$ cat config.mk
export PLATFORM = sky130hd
export DESIGN_NAME = multiturn_sync_interface
export DESIGN_NICKNAME = d
export VERILOG_FILES = /design/src/ssi_frame_reader.v /design/src/multiturn_sync_interface.v
export VERILOG_INCLUDE_DIRS = /design/src
export SDC_FILE = /design/constraint.sdc
export NUM_CORES = 1
export LEC_CHECK = 0
export ABC_AREA = 1
export BUFFER_PORTS_ARGS = -buffer_cell sky130_fd_sc_hd__buf_2
export CORE_ASPECT_RATIO = 1.75
export CORE_UTILIZATION = 35
export CTS_CLUSTER_SIZE = 16
export DETAILED_ROUTE_END_ITERATION = 7
export GPL_TIMING_DRIVEN = 0
export PLACE_DENSITY = 0.52
export SLEW_MARGIN = 30
export SYNTH_ARGS = -nofsm -noshare
export SYNTH_HDL_FRONTEND = slang
export SYNTH_SLANG_ARGS = --single-unit
$ cat constraint.sdc
create_clock -name CLK_SYS -period 5.5 [get_ports CLK_SYS]
set_input_delay 0 -clock CLK_SYS [delete_from_list [all_inputs] [get_ports CLK_SYS]]
set_output_delay 0 -clock CLK_SYS [all_outputs]
set_load 0.1 [all_outputs]
$ cat src/mt_sync_consts.vh
// Purpose: constants of the external multiturn read-in block
// Assumes: system clock of 10 MHz
// Notes:   times are kept in their own unit, counts derive from them
`ifndef MT_SYNC_CONSTS_VH
`define MT_SYNC_CONSTS_VH

// register offsets
`define ADDR_DIR_ERR      8'h0e
`define ADDR_OFFSET       8'h0f
`define ADDR_CHECK_CHAIN  8'h10

// field positions
`define DIR_INV_BIT       5
`define ERR_MODE_HI       7
`define ERR_MODE_LO       6
`define OFFSET_HI         7
`define OFFSET_LO         4
`define WIDTH_MODE_HI     3
`define WIDTH_MODE_LO     0
`define SYNC_LEN_HI       5
`define SYNC_LEN_LO       4
`define PERIODIC_BIT      6
`define CHAIN_EN_BIT      7

// reset values
`define RST_DIR_ERR       8'h00
`define RST_OFFSET        8'h00
`define RST_CHECK_CHAIN   8'h00
`define RST_PORT_A_MODE   3'h0
`define RST_REPLY_LENGTH  2'h0

// error bit evaluation codes
`define ERR_NONE          2'h0
`define ERR_LOW           2'h1
`define ERR_RSVD          2'h2
`define ERR_HIGH          2'h3

// port a modes that allow the pass-through
`define PA_BISS           3'h2
`define PA_SSI_ERR_LOW_MODE       3'h5
`define PA_EXT_SSI        3'h7

// first status register bits
`define ST_MISMATCH_BIT   0
`define ST_SWITCH_ERR_BIT 1
`define ST_READ_ERR_BIT   2

// timing
`define SYS_CLK_MHZ       10
`define MT_HALF_NS        500
`define MT_HALF_CYC       ((`MT_HALF_NS * `SYS_CLK_MHZ) / 1000)
`define MT_TIMEOUT_US     20
`define MT_TIMEOUT_CYC    (`MT_TIMEOUT_US * `SYS_CLK_MHZ)
`define CHECK_INTERVAL_US 10000
`define CHECK_INTERVAL_CYC (`CHECK_INTERVAL_US * `SYS_CLK_MHZ)

`endif

$ cat src/ssi_frame_reader.v
// Purpose: clocks one ssi frame in from the external turn sensor
// Assumes: data_in is already synchronised to clk
// Notes:   clock idles high; bits are taken msb first on rising edges
`timescale 1ns/1ps
`default_nettype none
`include "mt_sync_consts.vh"

module ssi_frame_reader (
  input  wire        clk,
  input  wire        arst_n,
  input  wire        start,
  input  wire [4:0]  len,
  input  wire        data_in,
  output reg         busy,
  output reg         done,
  output reg  [23:0] word,
  output reg         sclk
);

  localparam [1:0] R_IDLE = 2'h0;
  localparam [1:0] R_RUN  = 2'h1;
  localparam [1:0] R_GAP  = 2'h2;
  localparam [31:0] HALF_W = `MT_HALF_CYC;
  localparam [31:0] GAP_W  = `MT_TIMEOUT_CYC;
  localparam [7:0]  HALF   = HALF_W[7:0];
  localparam [7:0]  GAP    = GAP_W[7:0];

  reg [1:0] state_q;
  reg [7:0] div_q;
  reg [4:0] pulses_q;

  //////////////////////////////////////////////////////////////////////
  // frame sequencer; the first falling edge only latches the sensor, so the first rising edge takes no bit
  always @(posedge clk or negedge arst_n) begin
    if (!arst_n) begin
      state_q  <= R_IDLE;
      div_q    <= 8'h00;
      pulses_q <= 5'h00;
      busy     <= 1'b0;
      done     <= 1'b0;
      word     <= 24'h000000;
      sclk     <= 1'b1;
    end else begin
      done <= 1'b0;
      case (state_q)
        R_IDLE: begin
          if (start && len != 5'h00) begin
            state_q  <= R_RUN;
            busy     <= 1'b1;
            sclk     <= 1'b0;
            div_q    <= 8'h00;
            pulses_q <= 5'h00;
            word     <= 24'h000000;
          end
        end
        R_RUN: begin
          if (div_q == HALF - 8'h01) begin
            div_q <= 8'h00;
            if (!sclk) begin
              sclk <= 1'b1;
              if (pulses_q != 5'h00)
                word <= {word[22:0], data_in};
              pulses_q <= pulses_q + 5'h01;
              if (pulses_q == len) begin
                state_q <= R_GAP;
                done    <= 1'b1;
              end
            end else begin
              sclk <= 1'b0;
            end
          end else begin
            div_q <= div_q + 8'h01;
          end
        end
        R_GAP: begin
          // clock held high so the sensor's monoflop can time out
          if (div_q == GAP - 8'h01) begin
            state_q <= R_IDLE;
            busy    <= 1'b0;
            div_q   <= 8'h00;
          end else begin
            div_q <= div_q + 8'h01;
          end
        end
        default: state_q <= R_IDLE;
      endcase
    end
  end

endmodule // ssi_frame_reader
`default_nettype wire

$ cat src/multiturn_sync_interface.v
// Purpose: reads, aligns and checks an external multiturn sensor word
// Assumes: period pulses and serial data come from logic on CLK_SYS
// Notes:   pins from outside pass two flip-flops before use
`timescale 1ns/1ps
`default_nettype none
`include "mt_sync_consts.vh"

module multiturn_sync_interface #(
  parameter CHECK_PERIOD_CYC = `CHECK_INTERVAL_CYC
) (
  input  wire        CLK_SYS,
  input  wire        ARST_N,
  input  wire [7:0]  REG_ADDR,
  input  wire [7:0]  REG_WDATA,
  input  wire        REG_WR,
  output reg  [7:0]  REG_RDATA,
  input  wire        TURN_VERIFY_CMD,
  input  wire        SWITCH_CMD,
  input  wire        SOFT_RESET_CMD,
  input  wire        STATUS_CLR,
  input  wire [2:0]  PENDING_PORT_A_MODE,
  input  wire [1:0]  PENDING_REPLY_LENGTH,
  input  wire        SSI_REPLY_OPTION,
  input  wire        PERIOD_UP,
  input  wire        PERIOD_DOWN,
  input  wire        SERIAL_DATA_IN,
  input  wire        MASTER_CLOCK_IN,
  input  wire        EXT_TURN_DATA_IN,
  output reg         EXT_TURN_CLOCK_OUT,
  output reg         SLAVE_DATA_OUT,
  output reg  [2:0]  PORT_A_MODE,
  output reg  [1:0]  REPLY_LENGTH,
  output reg  [7:0]  FIRST_STATUS_REG,
  output reg  [23:0] TURN_COUNT,
  output reg  [5:0]  SINGLE_TURN_EXT,
  output reg         TURN_VALID,
  output reg         CHAIN_ACTIVE
);

  localparam [1:0] S_BOOT = 2'h0;
  localparam [1:0] S_WAIT = 2'h1;
  localparam [1:0] S_RUN  = 2'h2;
  localparam [31:0] CHK_LAST_W = CHECK_PERIOD_CYC - 1;
  localparam [23:0] CHK_LAST   = CHK_LAST_W[23:0];

  // external data bits per width mode
  function [4:0] data_bits;
    input [3:0] m;
    begin
      case (m)
        4'h7:    data_bits = 5'd15;
        4'h8:    data_bits = 5'd16;
        4'h9:    data_bits = 5'd17;
        4'ha:    data_bits = 5'd18;
        4'hb:    data_bits = 5'd4;
        4'hc:    data_bits = 5'd8;
        4'hd:    data_bits = 5'd12;
        4'he:    data_bits = 5'd16;
        4'hf:    data_bits = 5'd18;
        default: data_bits = {1'b0, m};
      endcase
    end
  endfunction

  // low bits of the word that are singleturn, not turns
  function [2:0] st_bits;
    input [3:0] m;
    begin
      case (m)
        4'h1, 4'h2, 4'h3, 4'h4, 4'h5, 4'h6: st_bits = m[2:0];
        4'h7:    st_bits = 3'd3;
        4'h8:    st_bits = 3'd4;
        4'h9:    st_bits = 3'd5;
        4'ha:    st_bits = 3'd6;
        default: st_bits = 3'd0;
      endcase
    end
  endfunction

  function [23:0] low_mask;
    input [4:0] n;
    begin
      low_mask = ~(24'hffffff << n);
    end
  endfunction

  //////////////////////////////////////////////////////////////////////
  // configuration registers
  reg [7:0] dir_err_q;
  reg [7:0] offset_q;
  reg [7:0] check_chain_q;

  wire       dir_inv   = dir_err_q[`DIR_INV_BIT];
  wire [1:0] err_mode  = dir_err_q[`ERR_MODE_HI:`ERR_MODE_LO];
  wire [3:0] ext_off   = offset_q[`OFFSET_HI:`OFFSET_LO];
  wire [3:0] wmode     = check_chain_q[`WIDTH_MODE_HI:`WIDTH_MODE_LO];
  wire [1:0] sync_code = check_chain_q[`SYNC_LEN_HI:`SYNC_LEN_LO];
  wire       periodic  = check_chain_q[`PERIODIC_BIT];
  wire       chain_en  = check_chain_q[`CHAIN_EN_BIT];

  always @(posedge CLK_SYS or negedge ARST_N) begin
    if (!ARST_N) begin
      dir_err_q     <= `RST_DIR_ERR;
      offset_q      <= `RST_OFFSET;
      check_chain_q <= `RST_CHECK_CHAIN;
      REG_RDATA     <= 8'h00;
    end else begin
      if (REG_WR && REG_ADDR == `ADDR_DIR_ERR)
        dir_err_q <= REG_WDATA;
      if (REG_WR && REG_ADDR == `ADDR_OFFSET)
        offset_q <= REG_WDATA;
      if (REG_WR && REG_ADDR == `ADDR_CHECK_CHAIN)
        check_chain_q <= REG_WDATA;
      case (REG_ADDR)
        `ADDR_DIR_ERR:     REG_RDATA <= dir_err_q;
        `ADDR_OFFSET:      REG_RDATA <= offset_q;
        `ADDR_CHECK_CHAIN: REG_RDATA <= check_chain_q;
        default:           REG_RDATA <= 8'h00;
      endcase
    end
  end

  //////////////////////////////////////////////////////////////////////
  // pin synchronisers; only the second stage is read
  reg ma_s1_q, ma_s2_q, md_s1_q, md_s2_q;
  always @(posedge CLK_SYS or negedge ARST_N) begin
    if (!ARST_N) begin
      ma_s1_q <= 1'b1;
      ma_s2_q <= 1'b1;
      md_s1_q <= 1'b0;
      md_s2_q <= 1'b0;
    end else begin
      ma_s1_q <= MASTER_CLOCK_IN;
      ma_s2_q <= ma_s1_q;
      md_s1_q <= EXT_TURN_DATA_IN;
      md_s2_q <= md_s1_q;
    end
  end

  //////////////////////////////////////////////////////////////////////
  // frame length and field extraction
  wire [4:0] dbits = data_bits(wmode);
  wire [4:0] sbits = {3'b000, sync_code} + 5'd1;
  wire [4:0] ebits = (err_mode == `ERR_NONE) ? 5'd0 : 5'd1;
  wire [4:0] frame_len = (wmode == 4'h0) ? 5'd0 :
                         dbits + sbits + ebits;

  wire        rd_start;
  wire        rd_busy;
  wire        rd_done;
  wire [23:0] rd_word;
  wire        rd_sclk;

  ssi_frame_reader u_reader (
    .clk     (CLK_SYS),
    .arst_n  (ARST_N),
    .start   (rd_start),
    .len     (frame_len),
    .data_in (md_s2_q),
    .busy    (rd_busy),
    .done    (rd_done),
    .word    (rd_word),
    .sclk    (rd_sclk)
  );

  // error bit is the last bit clocked in, so it sits at bit 0
  wire err_bit = (err_mode == `ERR_LOW)  ? ~rd_word[0] :
                 (err_mode == `ERR_HIGH) ?  rd_word[0] : 1'b0;
  wire [23:0] ds_field = (rd_word >> ebits) & low_mask(dbits + sbits);
  // offset works on the sync bits, so it shifts the turn boundary
  wire [23:0] ds_adj   = (ds_field + {20'h00000, ext_off}) &
                         low_mask(dbits + sbits);
  wire [23:0] raw_val  = ds_adj >> sbits;
  wire [23:0] turn_val = dir_inv ? ((24'h000000 - raw_val) & low_mask(dbits))
                                 : raw_val;
  wire        mismatch = (turn_val & low_mask(dbits)) !=
                         (TURN_COUNT & low_mask(dbits));

  //////////////////////////////////////////////////////////////////////
  // read sequencer: startup load, then periodic or commanded checks
  reg [1:0]  state_q;
  reg        booted_q;
  reg        verify_req_q;
  reg [23:0] chk_cnt_q;
  reg        go_q;

  wire chain_ok = chain_en &&
                  (PORT_A_MODE == `PA_BISS ||
                   (PORT_A_MODE >= `PA_SSI_ERR_LOW_MODE &&
                    PORT_A_MODE <= `PA_EXT_SSI && SSI_REPLY_OPTION));
  assign rd_start = go_q;

  always @(posedge CLK_SYS or negedge ARST_N) begin
    if (!ARST_N) begin
      state_q      <= S_BOOT;
      booted_q     <= 1'b0;
      verify_req_q <= 1'b0;
      chk_cnt_q    <= 24'h000000;
      go_q         <= 1'b0;
      TURN_COUNT   <= 24'h000000;
      TURN_VALID   <= 1'b0;
      SINGLE_TURN_EXT <= 6'h00;
      FIRST_STATUS_REG <= 8'h00;
    end else begin
      go_q <= 1'b0;
      // status bits: a set in the clearing cycle wins
      if (STATUS_CLR)
        FIRST_STATUS_REG <= 8'h00;
      if (TURN_VERIFY_CMD)
        verify_req_q <= 1'b1;
      // counting goes on while a check frame is being read
      if (booted_q) begin
        if (PERIOD_UP && !PERIOD_DOWN)
          TURN_COUNT <= TURN_COUNT + 24'h000001;
        else if (PERIOD_DOWN && !PERIOD_UP)
          TURN_COUNT <= TURN_COUNT - 24'h000001;
      end
      // interval timer runs only while the periodic check is on
      if (!periodic || chk_cnt_q == CHK_LAST)
        chk_cnt_q <= 24'h000000;
      else
        chk_cnt_q <= chk_cnt_q + 24'h000001;
      case (state_q)
        S_BOOT: begin
          if (frame_len == 5'd0) begin
            state_q    <= S_RUN;       // no sensor: count on from the current TURN_COUNT
            booted_q   <= 1'b1;
            TURN_VALID <= 1'b1;
          end else if (!rd_busy && !chain_ok) begin
            go_q    <= 1'b1;
            state_q <= S_WAIT;
          end
        end
        S_WAIT: begin
          if (rd_done) begin
            if (err_bit) begin
              FIRST_STATUS_REG[`ST_READ_ERR_BIT] <= 1'b1;
              state_q <= booted_q ? S_RUN : S_BOOT;
            end else if (!booted_q) begin
              TURN_COUNT <= turn_val;
              SINGLE_TURN_EXT <= turn_val[5:0] &
                                 ~(6'h3f << st_bits(wmode));
              booted_q   <= 1'b1;
              TURN_VALID <= 1'b1;
              state_q    <= S_RUN;
            end else begin
              if (mismatch)
                FIRST_STATUS_REG[`ST_MISMATCH_BIT] <= 1'b1;
              state_q <= S_RUN;
            end
          end
        end
        S_RUN: begin
          // checks pause while the master owns the sensor link
          if (frame_len != 5'd0 && !chain_ok && !rd_busy &&
              (verify_req_q || (periodic && chk_cnt_q == CHK_LAST))) begin
            verify_req_q <= 1'b0;
            go_q    <= 1'b1;
            state_q <= S_WAIT;
          end
        end
        default: state_q <= S_BOOT;
      endcase
      // soft reset repeats the startup read; overrides the case above
      if (SOFT_RESET_CMD) begin
        state_q      <= S_BOOT;
        booted_q     <= 1'b0;
        verify_req_q <= 1'b0;
        TURN_VALID   <= 1'b0;
      end
      if (SWITCH_CMD && (chain_ok || rd_busy))
        FIRST_STATUS_REG[`ST_SWITCH_ERR_BIT] <= 1'b1;
    end
  end

  //////////////////////////////////////////////////////////////////////
  // interface mode switch, taken over on soft reset
  reg       switch_armed_q;
  always @(posedge CLK_SYS or negedge ARST_N) begin
    if (!ARST_N) begin
      switch_armed_q <= 1'b0;
      PORT_A_MODE    <= `RST_PORT_A_MODE;
      REPLY_LENGTH   <= `RST_REPLY_LENGTH;
    end else begin
      if (SWITCH_CMD && !chain_ok && !rd_busy)
        switch_armed_q <= 1'b1;
      if (SOFT_RESET_CMD && switch_armed_q) begin
        PORT_A_MODE    <= PENDING_PORT_A_MODE;
        REPLY_LENGTH   <= PENDING_REPLY_LENGTH;
        switch_armed_q <= 1'b0;
      end
    end
  end

  //////////////////////////////////////////////////////////////////////
  // pin muxing; pass-through adds three system clocks of delay
  always @(posedge CLK_SYS or negedge ARST_N) begin
    if (!ARST_N) begin
      EXT_TURN_CLOCK_OUT <= 1'b1;
      SLAVE_DATA_OUT     <= 1'b0;
      CHAIN_ACTIVE       <= 1'b0;
    end else begin
      CHAIN_ACTIVE       <= chain_ok;
      EXT_TURN_CLOCK_OUT <= chain_ok ? ma_s2_q : rd_sclk;
      // sensor data leads the chain, so it answers as the first slave
      SLAVE_DATA_OUT     <= chain_ok ? md_s2_q :
                                       SERIAL_DATA_IN;
    end
  end

endmodule // multiturn_sync_interface
`default_nettype wire

# Word level (Yosys, flattened, before mapping)
# Cells that the tools add are included.
# op_classes
n_addsub	10
n_mul	0
div_mod_pow	0
n_lt_le_gt_ge	2
n_eq_ne	42
shift	5
mux	90
bitwise_logic	12
n_reduce_logical	53
# op_table
operator	n
2-to-1 mux 24 bit	13
AND 24 bit	5
adder 24 x 1 -> 24 bit (second input constant)	2
inverter 24 bit	2
one-hot mux 24 bit (2 select lines)	1
one-hot mux 8 bit (3 select lines)	2
left shift 24 x 5 -> 24 bit (first input constant)	2
2-to-1 mux 1 bit	40
one-hot mux 5 bit (7 select lines)	1
equality test 4 bit (second input constant)	8
adder 24 x 4 -> 24 bit	1
equality test 24 x 17 -> 1 bit (second input constant)	1
2-to-1 mux 2 bit	12
2-to-1 mux 8 bit	3
inequality test 24 bit	1
right shift 24 x 1 -> 24 bit	1
right shift 24 x 3 -> 24 bit	1
subtractor 1 x 24 -> 24 bit (first input constant)	1
subtractor 24 x 1 -> 24 bit (second input constant)	1
2-to-1 mux 5 bit	4
logical AND 1 bit	18
equality test 4 x 3 -> 1 bit (second input constant)	4
equality test 8 x 4 -> 1 bit (second input constant)	2
2-to-1 mux 3 bit	5
43 further kinds	83
# totals
regBits	150
latchBits	0
ram_bits	0
romBits	0
input_bits	34
word_cells	245
n_memories	0

# Longest topological paths before layout
# Gate-level depths: netlist of run 1.
# logic_depth
depth_word	20
mapped_depth	48
ltp_nobuf	46

# Modules after synthesis
# From an unflattened synthesis of run 1, not the netlist that was laid out.
# hier_totals
cells_unflattened	1760
area_unflattened_um2	11648.7
# by_module_without_submodules
module	instances	cells_each	area_per_inst_um2	seq_area_each_um2
multiturn_sync_interface	1	1430	9240.1	2706.3
ssi_frame_reader	1	330	2408.6	1052.3

# Worst setup path after synthesis of run 1
# OpenSTA, ideal clock, no wires.
# synth_path
path_kind	register to register
startpoint	register check_chain_q[4]
endpoint	register FIRST_STATUS_REG[0]
t_arrival_ns	4.870
t_required_ns	5.380
setup_slack_ns	0.510
stages_incl_launch_ff	37
n_path_buf	2
period_less_slack_ns	4.990
path_cell_list	dfrtp_1 > clkinv_1 > clkbuf_1 > buf_1 > ha_1 > inv_1 > fa_1 > inv_1 > nor2_1 > nor2_1 > nand2_1 > nor2_1 > a211oi_1 > ha_1 > a21oi_1 > nand2_4 > nand2_2 > nand2_4 > nand2_1 > nand4_1 > nand3_1 > nand2_1 > ha_1 > nor2_1 > xor2_1 > nor2_1 > nor2_1 > nor2_1 > nand2_1 > nor2_1 > nand2_1 > nor2_1 > nand2_1 > nor2_1 > nand3_1 > nand2_1 > nand2_1
# synth_via
elab_chain_len	18
# synth_lines
element	line	text
start, declared	multiturn_sync_interface.v:91	reg [7:0] check_chain_q;
start signal, assigned	multiturn_sync_interface.v:105	check_chain_q <= `RST_CHECK_CHAIN;
adder 2 x 1 -> 3 bit *	multiturn_sync_interface.v:143	wire [4:0] sbits = {3'b000, sync_code} + 5'd1;
adder 5 x 3 -> 5 bit	multiturn_sync_interface.v:169, multiturn_sync_interface.v:172	
left shift 24 x 5 -> 24 bit	multiturn_sync_interface.v:83	low_mask = ~(24'hffffff << n);
inverter 24 bit	multiturn_sync_interface.v:83	
AND 24 bit	multiturn_sync_interface.v:169	wire [23:0] ds_field = (rd_word >> ebits) & low_mask(dbits + sbits);
adder 24 x 4 -> 24 bit	multiturn_sync_interface.v:171	wire [23:0] ds_adj = (ds_field + {20'h00000, ext_off}) &
AND 24 bit	multiturn_sync_interface.v:171	
right shift 24 x 3 -> 24 bit *	multiturn_sync_interface.v:173	wire [23:0] raw_val = ds_adj >> sbits;
[... 2 more ...]	--	
2-to-1 mux 24 bit *	multiturn_sync_interface.v:174	wire [23:0] turn_val = dir_inv ? ((24'h000000 - raw_val) & low_mask(dbits))
AND 24 bit *	multiturn_sync_interface.v:176	wire mismatch = (turn_val & low_mask(dbits)) !=
inequality test 24 bit *	multiturn_sync_interface.v:176	
2-to-1 mux 1 bit *	multiturn_sync_interface.v:247	if (mismatch)
2-to-1 mux 1 bit *	multiturn_sync_interface.v:239	end else if (!booted_q) begin
2-to-1 mux 1 bit *	multiturn_sync_interface.v:236	if (err_bit) begin
2-to-1 mux 1 bit *	multiturn_sync_interface.v:235	if (rd_done) begin
2-to-1 mux 1 bit *	multiturn_sync_interface.v:223	case (state_q)
end signal, assigned by index	multiturn_sync_interface.v:237	FIRST_STATUS_REG[`ST_READ_ERR_BIT] <= 1'b1;
end signal, assigned by index	multiturn_sync_interface.v:248	FIRST_STATUS_REG[`ST_MISMATCH_BIT] <= 1'b1;
end signal, assigned by index	multiturn_sync_interface.v:272	FIRST_STATUS_REG[`ST_SWITCH_ERR_BIT] <= 1'b1;
end, declared	multiturn_sync_interface.v:33	output reg [7:0] FIRST_STATUS_REG,
# Mark *: on every way between the ends. The rest lies on a longest branch, timed or not.
# A chain may end at the register's enable or synchronous reset.

# Worst setup path after layout of run 1
# Same ends and word-level chain as after synthesis.

==> summary.md, run 1 <==
| Metric | Value |
|---|---|
| Nets@finish | around 1900 |
| Most frequent cells in the layout | nand2_1 (373), inv_1 (206), nand3_1 (177) |
| Post-detail-place hpwl | around 31 mm |
| Setup WS post-layout | ~0.21 ns |
| Synth Flop Type | dfrtp_1 |
| Most used cell, CP | nand2_1 |
| Syn Inst Count | between 1500 and 2000 |
| RSZ-0062 raised after global routing | yes |
| CP Max Fanout | 10 |
| Die area | between 30000 and 40000 sq um |
| P per Cell Area | 376.7 nW/um^2 |
| Final min period | roughly 5.3 ns |
| Family with the most delay on the worst path | simple AND/OR/NAND/NOR gates |
| Fmax | about 190 MHz |
| Via/cell ratio | roughly 5.2 |
| Commonest non-fill, non-tap cell in the layout | nand2_1 |
| Max_cap viols | 0 |
| CTS clk-pin slew, worst paths | 0.07 ns |
| Slew margin rel. | 0.3846 |
| Leak pwr | 0.006494 uW |
| Setup WS pre-CTS | -1.363 ns |
| Share of layout cells above drive strength 1 | 0.1576 |
| Vias | 11461 |
| Status | complete, no violations |
| Placed insts | around 2100 |
| I/O Buffers | just over 80 |
| Clock latency on the worst-skew pair | roughly 0.46 ns |
| All-Layer GR Usage | 0.2466 |
| Synthesized flop and latch total | 150 |
| Crit end category | flop |
| Crit path DAT | approximately 5.6 ns |
| Worst ir drop on vdd | a little over 0.3 mV |
| Number of buffers created by CTS | 17 |
| Grt ovf | 0 |
| Die Span X | ~140 um |
| First-pass detailed-route iteration total | 5 |
| DRC Markers | 0 |
| Initial Utilization | 0.3569 |
| CTS root buf | clkbuf_16 |
| Gpl congestion | ~0.97 |
| Asr flop ratio synth | 1.000 |
| Iter 0 DRT Violations | just under 600 |
| Core area | around 32000 sq um |
| Buf+Inv Stages, Crit Path | 7 |
| Critical Path RT | 5.85 ns |
| Hold_ws | 0.03551 ns |
| ANT nets after route | 0 |
| Worst slew pin tran | 0.9134 ns |
| Ant. Diodes | 0 |
| Register area share after synthesis | 0.3329 |
| Setup TNS | 0 ns |
| Slowest CP cell | fa_2 |
| Die H | ~240 um |
| Pins Over Slew Limit | 0 |
| Number of top-level pins | 89 |
| CP max stage delay | around 0.49 ns |
| Routed length per instance | 17.74 um |
| CTS tree | built |
| Worst min path class | in2reg |
| Critical path class | reg2reg |
| Antenna violations before repair | 0 |
| First-pass GRT wire length | approximately 60 mm |
| Clock Skew | roughly 0.016 ns |
| Clk sink count | 150 |
| Setup violators final | 0 |
| Final hold vios | 0 |
| Synth Cell Area | 11290 sq um |
| H-tree levels | 4 |
| Yosys cell types | just under 60 |
| Clk buf depth | 2 |
| Crit start category | flop |
| P&R area growth vs syn | 18.36% |
| Routed WL | approximately 39 mm |
| Post-Layout Cell Count | 2204 |
| Final Core Density | 0.4225 |
| Syn Area/Cell | just under 7 sq um |
| FP Rows | 86 |
| Final period utilization | 0.9616 |
| Vias in the first global route | approximately 11000 |
| Yosys warnings | 0 |
| Largest net degree at the start of global routing | a little over 80 |
| Number of flops mapped to enable cells by yosys | 0 |
==> final timing paths <==
path                       depth (start not counted)                  end              from  slack [ns]
min in group asynchronous                          2    u_reader.div_q[1]            ARST_N        0.11
setup reg to reg                                  36  FIRST_STATUS_REG[0]  check_chain_q[4]        0.21
max in group asynchronous                          3    u_reader.word[11]            ARST_N        4.55
setup / recovery                                  36  FIRST_STATUS_REG[0]  check_chain_q[4]        0.21
hold reg to reg                                    0              md_s2_q           md_s1_q        0.35
hold / removal                                     5          offset_q[2]            REG_WR        0.04
==> metal layers <==
layer | track usage | vias to the layer above | part of all wire
li1 | - | 5730 | -
met1 | 0.2347 | 5371 | 0.35
met4 | 0.1789 | 0 | 0.072
met5 | 0 | - | 0
met3 | 0.03344 | 114 | 0.028
met2 | 0.4687 | 246 | 0.55
==> registers in the layout, indices dropped and copies added (netlist names), 2 cells and up <==
signal	cells
FIRST_STATUS_REG	3
PORT_A_MODE	3
REG_RDATA	8
REPLY_LENGTH	2
SINGLE_TURN_EXT	6
TURN_COUNT	24
check_chain_q	8
chk_cnt_q	24
dir_err_q	8
offset_q	8
state_q	2
u_reader.div_q	8
u_reader.pulses_q	5
u_reader.state_q	2
u_reader.word	24
==> power breakdown <==
part           internal [uW]  switching [uW]  total (uW)
clock network            725             528        1250
registers               1270             196        1470
logic                    548            1770        2310
==> layout make-up <==
class,instances,area [sq um]
clock buffer,20,436.7
sequential,150,3760
buffer,54,321.6
inverter,227,869.6
fill,3419,18270
timing repair buffer,117,763.2
clock inverter,12,168.9
tap,396,495.5
multi-input combinational,1228,6550
==> timing repair <==
action                                  CTS  global route
endpoints found under the hold margin   122             0
endpoints found under the setup margin   28            30
hold buffers                             25             0
resized for setup                        38            23
setup buffers                             4             4
gates cloned                              0             0
pin swaps                                 7            14
==> synth_stat cells (all sizes together) (6+ instances only) <==
| library cell | n | area share |
|---|---|---|
| nand2 | 420 | 0.15 |
| inv | 223 | 0.075 |
| nand3 | 198 | 0.095 |
| nor2 | 185 | 0.071 |
| dfrtp | 146 | 0.32 |
| o21ai | 134 | 0.060 |
| a21oi | 59 | 0.026 |
| nand4 | 37 | 0.020 |
| nor3 | 32 | 0.015 |
| clkbuf | 30 | 0.010 |
| buf | 25 | 0.017 |
| xor2 | 25 | 0.019 |
| ha | 19 | 0.021 |
| nor3b | 18 | 0.012 |
| nor4 | 12 | 0.0066 |
| o211ai | 12 | 0.0080 |
| o221ai | 10 | 0.0078 |
| nand3b | 8 | 0.0057 |
| o22ai | 7 | 0.0039 |
| a31oi | 6 | 0.0033 |
==> worst register-to-register path: cells and delay by family (launching register included) <==
family	cells	cell delay, ns
AO/OA/AOI/OAI	3	0.48
flip-flops	1	0.44
buffers and inverters	7	0.80
adder cells (fa/ha/maj)	4	1.19
AND/OR/NAND/NOR	22	2.28
==> kinds of logic after synthesis <==
family,synth area share
XOR/XNOR,0.02571
AO/OA/AOI/OAI,0.1290
flip-flops,0.3329
adder cells (fa/ha/maj),0.02460
multiplexers,0.001773
other,0.0003321
buffers and inverters,0.1032
AND/OR/NAND/NOR,0.3826
==> stage by stage <==
| stage | total power, uW | area [sq um] |
|---|---|---|
| 3_3_place_gp | 3711 | 12220 |
| 5_1_grt | 5324 | 13370 |
| 4_1_cts | 5048 | 13270 |
| 3_5_place_dp | 3725 | 12260 |
| 2_1_floorplan | 3147 | 11310 |
| 6_report | 5035 | 13370 |
(Power assumes the default switching activity.)
==> run 2, diff against run 1 <==
--- a/config.mk
+++ b/config.mk
@@ -6,7 +6,7 @@
 export SDC_FILE = /design/constraint.sdc
 export NUM_CORES = 1
 export LEC_CHECK = 0
-export ABC_AREA = 1
+export ABC_AREA = 0
 export BUFFER_PORTS_ARGS = -buffer_cell sky130_fd_sc_hd__buf_2
 export CORE_ASPECT_RATIO = 1.75
 export CORE_UTILIZATION = 35
==> summary.md, run 2 <==
| Metric | Value |
|---|---|
| RSZ-0062 raised after global routing | yes |
| Largest cells by area after synthesis | dfrtp_1 (31%), nand2_1 (5.9%), o21ai_0 (4.2%) |
| Routed WL | approximately 44 mm |
| Die Span X | between 100 and 150 um |
| R2r startpoint | check_chain_q[0] |
| I/O Buffers | 82 |
| All-Layer GR Usage | 0.2599 |
| Asr flop ratio synth | 1.000 |
| Leak pwr | roughly 0.0063 uW |
| Gpl congestion | approximately 0.94 |
| ANT nets after route | 0 |
| Yosys cell types | ~100 |
| CP Max Fanout | 7 |
| Clk sink count | 150 |
| Fill cells | 3297 |
| Hold endpoint | EXT_TURN_CLOCK_OUT |
| R2r endpoint | FIRST_STATUS_REG[0] |
| Final Core Density | 0.4604 |
| Crit path DAT | approximately 6.5 ns |
| Ant. Diodes | 0 |
| Via/cell ratio | roughly 5.7 |
| Violated checks | setup timing |
| Commonest non-fill, non-tap cell in the layout | nand2_1 |
| H-tree levels | 4 |
| Setup violators final | 8 |
| Post-synth top area share | 0.3093 |
| Syn Inst Count | 1461 |
| Clock Skew | 0.01638 ns |
| Count leader, synth | nand2_1 |
| Share of layout cells above drive strength 1 | 0.2356 |
| First-pass detailed-route iteration total | 8 |
| Top cell type by total area after synthesis | dfrtp_1 |
| R2R Setup Slk | -0.61 ns |
| Setup WS post-layout | -0.6054 ns |
| Final Cell Area | 15260 sq um |
| P per Cell Area | 294.6 nW/um^2 |
| Synthesized flop and latch total | 150 |
| Cell count of the worst reg-to-reg path | 26 |
| Number of top-level pins | roughly 90 |
| Crit end category | flop |
| Antenna violations before repair | 0 |
| Die area | ~35000 sq um |
| Number of flops mapped to enable cells by yosys | 0 |
| Worst slew pin tran | between 1 and 1.5 ns |
| CTS tree | built |
| Clk buf depth | 2 |
| Synth top cells by count | nand2_1 (186), dfrtp_1 (146), nor2_1 (112) |
| Die H | 245.0 um |
| Critical path class | reg2reg |
| First-pass GRT wire length | slightly below 70 mm |
| Final period utilization | 1.110 |
| Yosys warnings | 0 |
| Vias | ~12000 |
| Setup TNS | -1.986 ns |
| Synth Flop Type | dfrtp_1 |
| Max_cap viols | 0 |
| Nets@finish | about 1700 |
| Core area | 33140 sq um |
| Largest net degree at the start of global routing | between 70 and 80 |
| Slowest CP cell | fa_2 |
| Pins Over Slew Limit | 0 |
| Iter 0 DRT Violations | 580 |
| Worst ir drop on vdd | 0.4051 mV |
| Most frequent cells in the layout | nand2_1 (180), dfrtp_1 (143), nor2_1 (105) |
| Placed Area | 13100 sq um |
| Slew margin rel. | 0.3097 |
| CTS clk-pin slew, worst paths | roughly 0.07 ns |
| Clock latency on the worst-skew pair | ~0.46 ns |
| P&R area growth vs syn | 29.16% |
| Hold path depth | 5 |
| Fmax | roughly 160 MHz |
| Final hold vios | 0 |
| Worst min path class | in2reg |
| Synth Cell Area | 11810 sq um |
| Critical Path RT | around 6 ns |
| Vias in the first global route | approximately 12000 |
| Hold_ws | about 0.057 ns |
| Status | complete, but fails checks |
| Register area share after synthesis | 0.3182 |
| FP Rows | between 80 and 90 |
| DRC Markers | 0 |
| Final min period | 6.105 ns |
| CP max stage delay | just over 0.6 ns |
| Grt ovf | 0 |
| CTS root buf | clkbuf_16 |
| Largest registers | TURN_COUNT x24, chk_cnt_q x24, u_reader.word x24 |
| Number of buffers created by CTS | 17 |
| Initial Utilization | 0.3564 |
| Hold_sp | SSI_REPLY_OPTION |
| Routed length per instance | between 20 and 25 um |
| Post-detail-place hpwl | between 30 and 40 mm |
| Syn Area/Cell | 8.085 sq um |
| Crit start category | flop |
[run 2: report_power, final]
group	switching, uW	internal, uW
sequential	107	1230
clock	529	628
combinational	1400	607
[run 2: layout make-up]
cell class / count / area (sq um) / area share
multi-input cells: 1179 / 8244 / 0.5403
flip-flops and latches: 150 / 3762 / 0.2466
plain buffers: 97 / 618.1 / 0.04051
inverters: 37 / 143.9 / 0.009431
clock buffers: 19 / 432.9 / 0.02837
clock inverters: 13 / 123.9 / 0.008119
repair buffers: 190 / 1369 / 0.08972
well taps: 450 / 563.0 / 0.03690
[run 2: how the worst max path moves through the flow]
| stage | from | to | cells past startpoint | slack [ns] |
|---|---|---|---|---|
| finish | check_chain_q[0] | FIRST_STATUS_REG[0] | 26 | -0.61 |
| global route | check_chain_q[0] | FIRST_STATUS_REG[0] | 27 | -0.75 |
| CTS | check_chain_q[4] | FIRST_STATUS_REG[0] | 27 | -0.53 |
| detailed placement | check_chain_q[4] | FIRST_STATUS_REG[0] | 28 | -1.69 |
| global placement | check_chain_q[4] | FIRST_STATUS_REG[0] | 28 | -1.68 |
| floorplan | check_chain_q[4] | FIRST_STATUS_REG[0] | 27 | -0.28 |
[run 2: worst max-delay path, delay by kind of cell, from the launching register on]
family,cells,cell delay (ns)
AND/OR/NAND/NOR,8,1.89
AO/OA/AOI/OAI,8,1.58
adder cells (fa/ha/maj),2,0.96
buffers and inverters,6,0.80
flip-flops,1,0.38
XOR/XNOR,2,0.38
[run 2: repair_timing]
item,CTS,global route
setup endpoints to repair,48,35
endpoints found under the hold margin,114,0
resized for setup,110,56
setup buffers,57,26
pin swaps,38,33
gates cloned,1,0
hold buffers,23,0
[run 2: through the flow]
step / instances / worst slack, ns / total power, uW
6_report: 2135 / -0.6054 / 4495
5_1_grt: 2135 / -0.7483 / 4741
4_1_cts: 2111 / -0.5277 / 4490
3_5_place_dp: 1999 / -1.690 / 3193
3_3_place_gp: 1997 / -1.680 / 3176
2_1_floorplan: 1465 / -0.2772 / 2746
[run 2: logic make-up (layout without fill, tap and decap cells)]
logic type                 Yosys count  in the layout  synth area share
xor gates and xnor gates            88             88           0.06768
and+or+nand+nor                    623            623            0.2666
adders and majority gates           21             21           0.02351
muxes                               68             68           0.06218
buffers and inverters              136            356           0.04735
other                                1              5         0.0003175
DFF                                150            150            0.3182
AOI/OAI and AO/OA                  374            374            0.2142
[run 2: layer usage]
metal / GRT usage / vias to the layer above / share of wire
li1: - / 5749 / -
met4: 0.2199 / 0 / 0.086
met2: 0.4940 / 351 / 0.54
met3: 0.03551 / 133 / 0.031
met1: 0.2418 / 5837 / 0.34
met5: 0 / - / 0
==> run 3, diff against run 2 <==
--- a/config.mk
+++ b/config.mk
@@ -17,4 +17,5 @@
 export SLEW_MARGIN = 30
 export SYNTH_ARGS = -nofsm -noshare
 export SYNTH_HDL_FRONTEND = slang
+export SYNTH_HIERARCHICAL = 1
 export SYNTH_SLANG_ARGS = --single-unit
==> summary.md, run 3 <==
| Metric | Value |
|---|---|
| Status | complete, but fails checks |
| Violated checks | setup timing |
| Count leader, synth | nand2_1 |
| Routed WL | roughly 45 mm |
| Number of buffers created by CTS | 17 |
| Antenna violations before repair | 0 |
| Syn Area/Cell | 8.247 sq um |
| Clock Skew | between 0.01 and 0.015 ns |
| Synth top cells by count | nand2_1 (189), dfrtp_1 (146), nor2_1 (100) |
| Core area | 33140 sq um |
| Final min period | around 6.5 ns |
| CTS clk-pin slew, worst paths | about 0.070 ns |
| Die H | between 200 and 250 um |
| R2r startpoint | check_chain_q[2] |
| Post-synth top area share | 0.3087 |
| Max_cap viols | 0 |
| Hold path depth | 4 |
| Routed length per instance | 20.84 um |
| Fill cells | 3214 |
| Grt ovf | 0 |
| Placed Area | ~13000 sq um |
| Synth Cell Area | 11840 sq um |
| Final hold vios | 0 |
| P per Cell Area | 278.7 nW/um^2 |
| R2R Setup Slk | -0.97 ns |
| Fmax | between 150 and 200 MHz |
| Via/cell ratio | roughly 5.6 |
| Pins Over Slew Limit | 0 |
| First-pass GRT wire length | 68.65 mm |
| Setup WS pre-CTS | -2.821 ns |
| Leak pwr | roughly 0.0065 uW |
| Setup TNS | -8.642 ns |
| Synthesized flop and latch total | 150 |
| Die Span X | ~140 um |
| Largest net degree at the start of global routing | between 80 and 90 |
| Largest registers | TURN_COUNT x24, chk_cnt_q x24, u_reader/word x24 |
| Cell count of the worst reg-to-reg path | 30 |
| Most frequent cells in the layout | nand2_1 (179), dfrtp_1 (142), buf_4 (91), nor2_1 (91), buf_2 (87) |
| Synth Flop Type | dfrtp_1 |
| Final Cell Area | about 16000 sq um |
| Top cell type by total area after synthesis | dfrtp_1 |
| Clk buf depth | 2 |
| Slowest CP cell | or4_1 |
| Share of layout cells above drive strength 1 | 0.2846 |
| Critical Path RT | 5.84 ns |
| R2r endpoint | FIRST_STATUS_REG[0] |
| Crit end category | flop |
| Final period utilization | 1.177 |
| Syn Inst Count | 1435 |
| Family with the most delay on the worst path | compound AO/OA/AOI/OAI gates |
| Setup WS post-layout | -0.9717 ns |
| Vias | 12030 |
| Setup violators final | 19 |
| DRC Markers | 0 |
| Crit start category | flop |
| Buf+Inv Stages, Crit Path | 7 |
| Initial Utilization | 0.3571 |
| Largest cells by area after synthesis | dfrtp_1 (31%), nand2_1 (6.0%), o21ai_0 (3.6%) |
| CP endpoint | FIRST_STATUS_REG[0] |
| Gpl congestion | ~0.95 |
| Slew margin rel. | 0.3237 |
| Number of flops mapped to enable cells by yosys | 0 |
| Vias in the first global route | approximately 12000 |
| CTS root buf | clkbuf_16 |
| H-tree levels | 4 |
| Worst min path class | in2reg |
| Crit path from | check_chain_q[2] |
| First-pass detailed-route iteration total | 5 |
| CP max stage delay | between 0.4 and 0.5 ns |
| Most used cell, CP | buf_6 |
| Die area | roughly 35000 sq um |
| Yosys warnings | 6 |
| CP Max Fanout | 6 |
| I/O Buffers | 83 |
| Commonest non-fill, non-tap cell in the layout | nand2_1 |
| FP Rows | 88 |
| ANT nets after route | 0 |
| Critical path class | reg2reg |
| Register area share after synthesis | 0.3176 |
| Final Core Density | 0.4780 |
| Yosys cell types | ~110 |
| Worst ir drop on vdd | approximately 0.34 mV |
| All-Layer GR Usage | 0.2642 |
| Asr flop ratio synth | 1.000 |
| Number of top-level pins | around 90 |
| P&R area growth vs syn | 33.86% |
| Iter 0 DRT Violations | 606 |
| Post-detail-place hpwl | 33.43 mm |
| Clk sink count | 150 |
| CP Depth | 30 |
| Crit path DAT | just under 7 ns |
| Nets@finish | between 1500 and 2000 |
| Worst slew pin tran | 1.007 ns |
| RSZ-0062 raised after global routing | yes |
| CTS tree | built |
| Clock latency on the worst-skew pair | between 0.4 and 0.5 ns |
run 3: changes by cell type after synthesis, moves of 7 or more:
cell / before / now
nand3_1: 79 / 59
o21ai_1: 2 / 30
o21ai_0: 100 / 86
a21oi_1: 88 / 73
nor2_1: 112 / 100
nand2b_1: 27 / 20
clkbuf_1: 78 / 57
run 3: worst min-delay path by stage:
stage / from / end
detailed placement: ARST_N / u_reader/div_q[4]
global placement: MASTER_CLOCK_IN / ma_s1_q
floorplan: ARST_N / CHAIN_ACTIVE
finish: REG_WR / dir_err_q[5]
global route: REG_WR / dir_err_q[5]
CTS: REG_WR / dir_err_q[5]
run 3: layer usage:
metal | track usage | wire length (um)
met5 | 0 | 0
met4 | 0.2267 | 3917
met3 | 0.04233 | 1436
met2 | 0.4933 | 23850
met1 | 0.2483 | 15410
run 3: cell type report:
| class | instances | area, sq um | area share |
|---|---|---|---|
| diodes | 1 | 2.502 | 0.0001580 |
| flip-flops and latches | 150 | 3764 | 0.2376 |
| repair buffers | 221 | 1659 | 0.1047 |
| multi-input cells | 1161 | 8506 | 0.5369 |
| clock buffers | 17 | 425.4 | 0.02685 |
| plain buffers | 87 | 605.6 | 0.03822 |
| well taps | 450 | 563.0 | 0.03554 |
| clock inverters | 15 | 165.2 | 0.01042 |
| inverters | 39 | 152.6 | 0.009635 |
run 3: timing repair:
item,4_1_cts,5_1_grt
endpoints found under the hold margin,108,0
setup endpoints to repair,30,28
buffers inserted,89,27
pin swaps,79,29
resized for setup,149,76
hold buffers,22,0
run 3: metrics by stage:
| stage | hold slack [ns] | instances | total power [uW] |
|---|---|---|---|
| global placement | 0.1060 | 1972 | 2917 |
| detailed placement | 0.01113 | 1975 | 2932 |
| finish | 0.07006 | 2141 | 4416 |
| floorplan | -0.2956 | 1439 | 2529 |
| CTS | 0.05848 | 2115 | 4365 |
| global route | 0.1093 | 2140 | 4624 |
run 3: tightest hold or removal path: cells and delay by family:
| family | cells | cell delay [ns] |
|---|---|---|
| buffers and inverters | 1 | 0.11 |
| AO/OA/AOI/OAI | 1 | 0.17 |
| AND/OR/NAND/NOR | 2 | 0.20 |
run 3: kinds of logic after synthesis:
| group | after synthesis | share of synthesized area |
|---|---|---|
| multiplexers | 70 | 0.06322 |
| AO/OA/AOI/OAI | 370 | 0.2131 |
| XOR/XNOR | 89 | 0.06586 |
| flip-flops | 150 | 0.3176 |
| adder cells (fa/ha/maj) | 21 | 0.02347 |
| other | 1 | 0.0003169 |
| buffers and inverters | 128 | 0.04757 |
| AND/OR/NAND/NOR | 606 | 0.2688 |
run 3: where the power goes:
group          internal, uW  switching, uW
Clock                   679            546
Combinational           619           1300
Sequential             1190           82.6
Total                  2490           1920
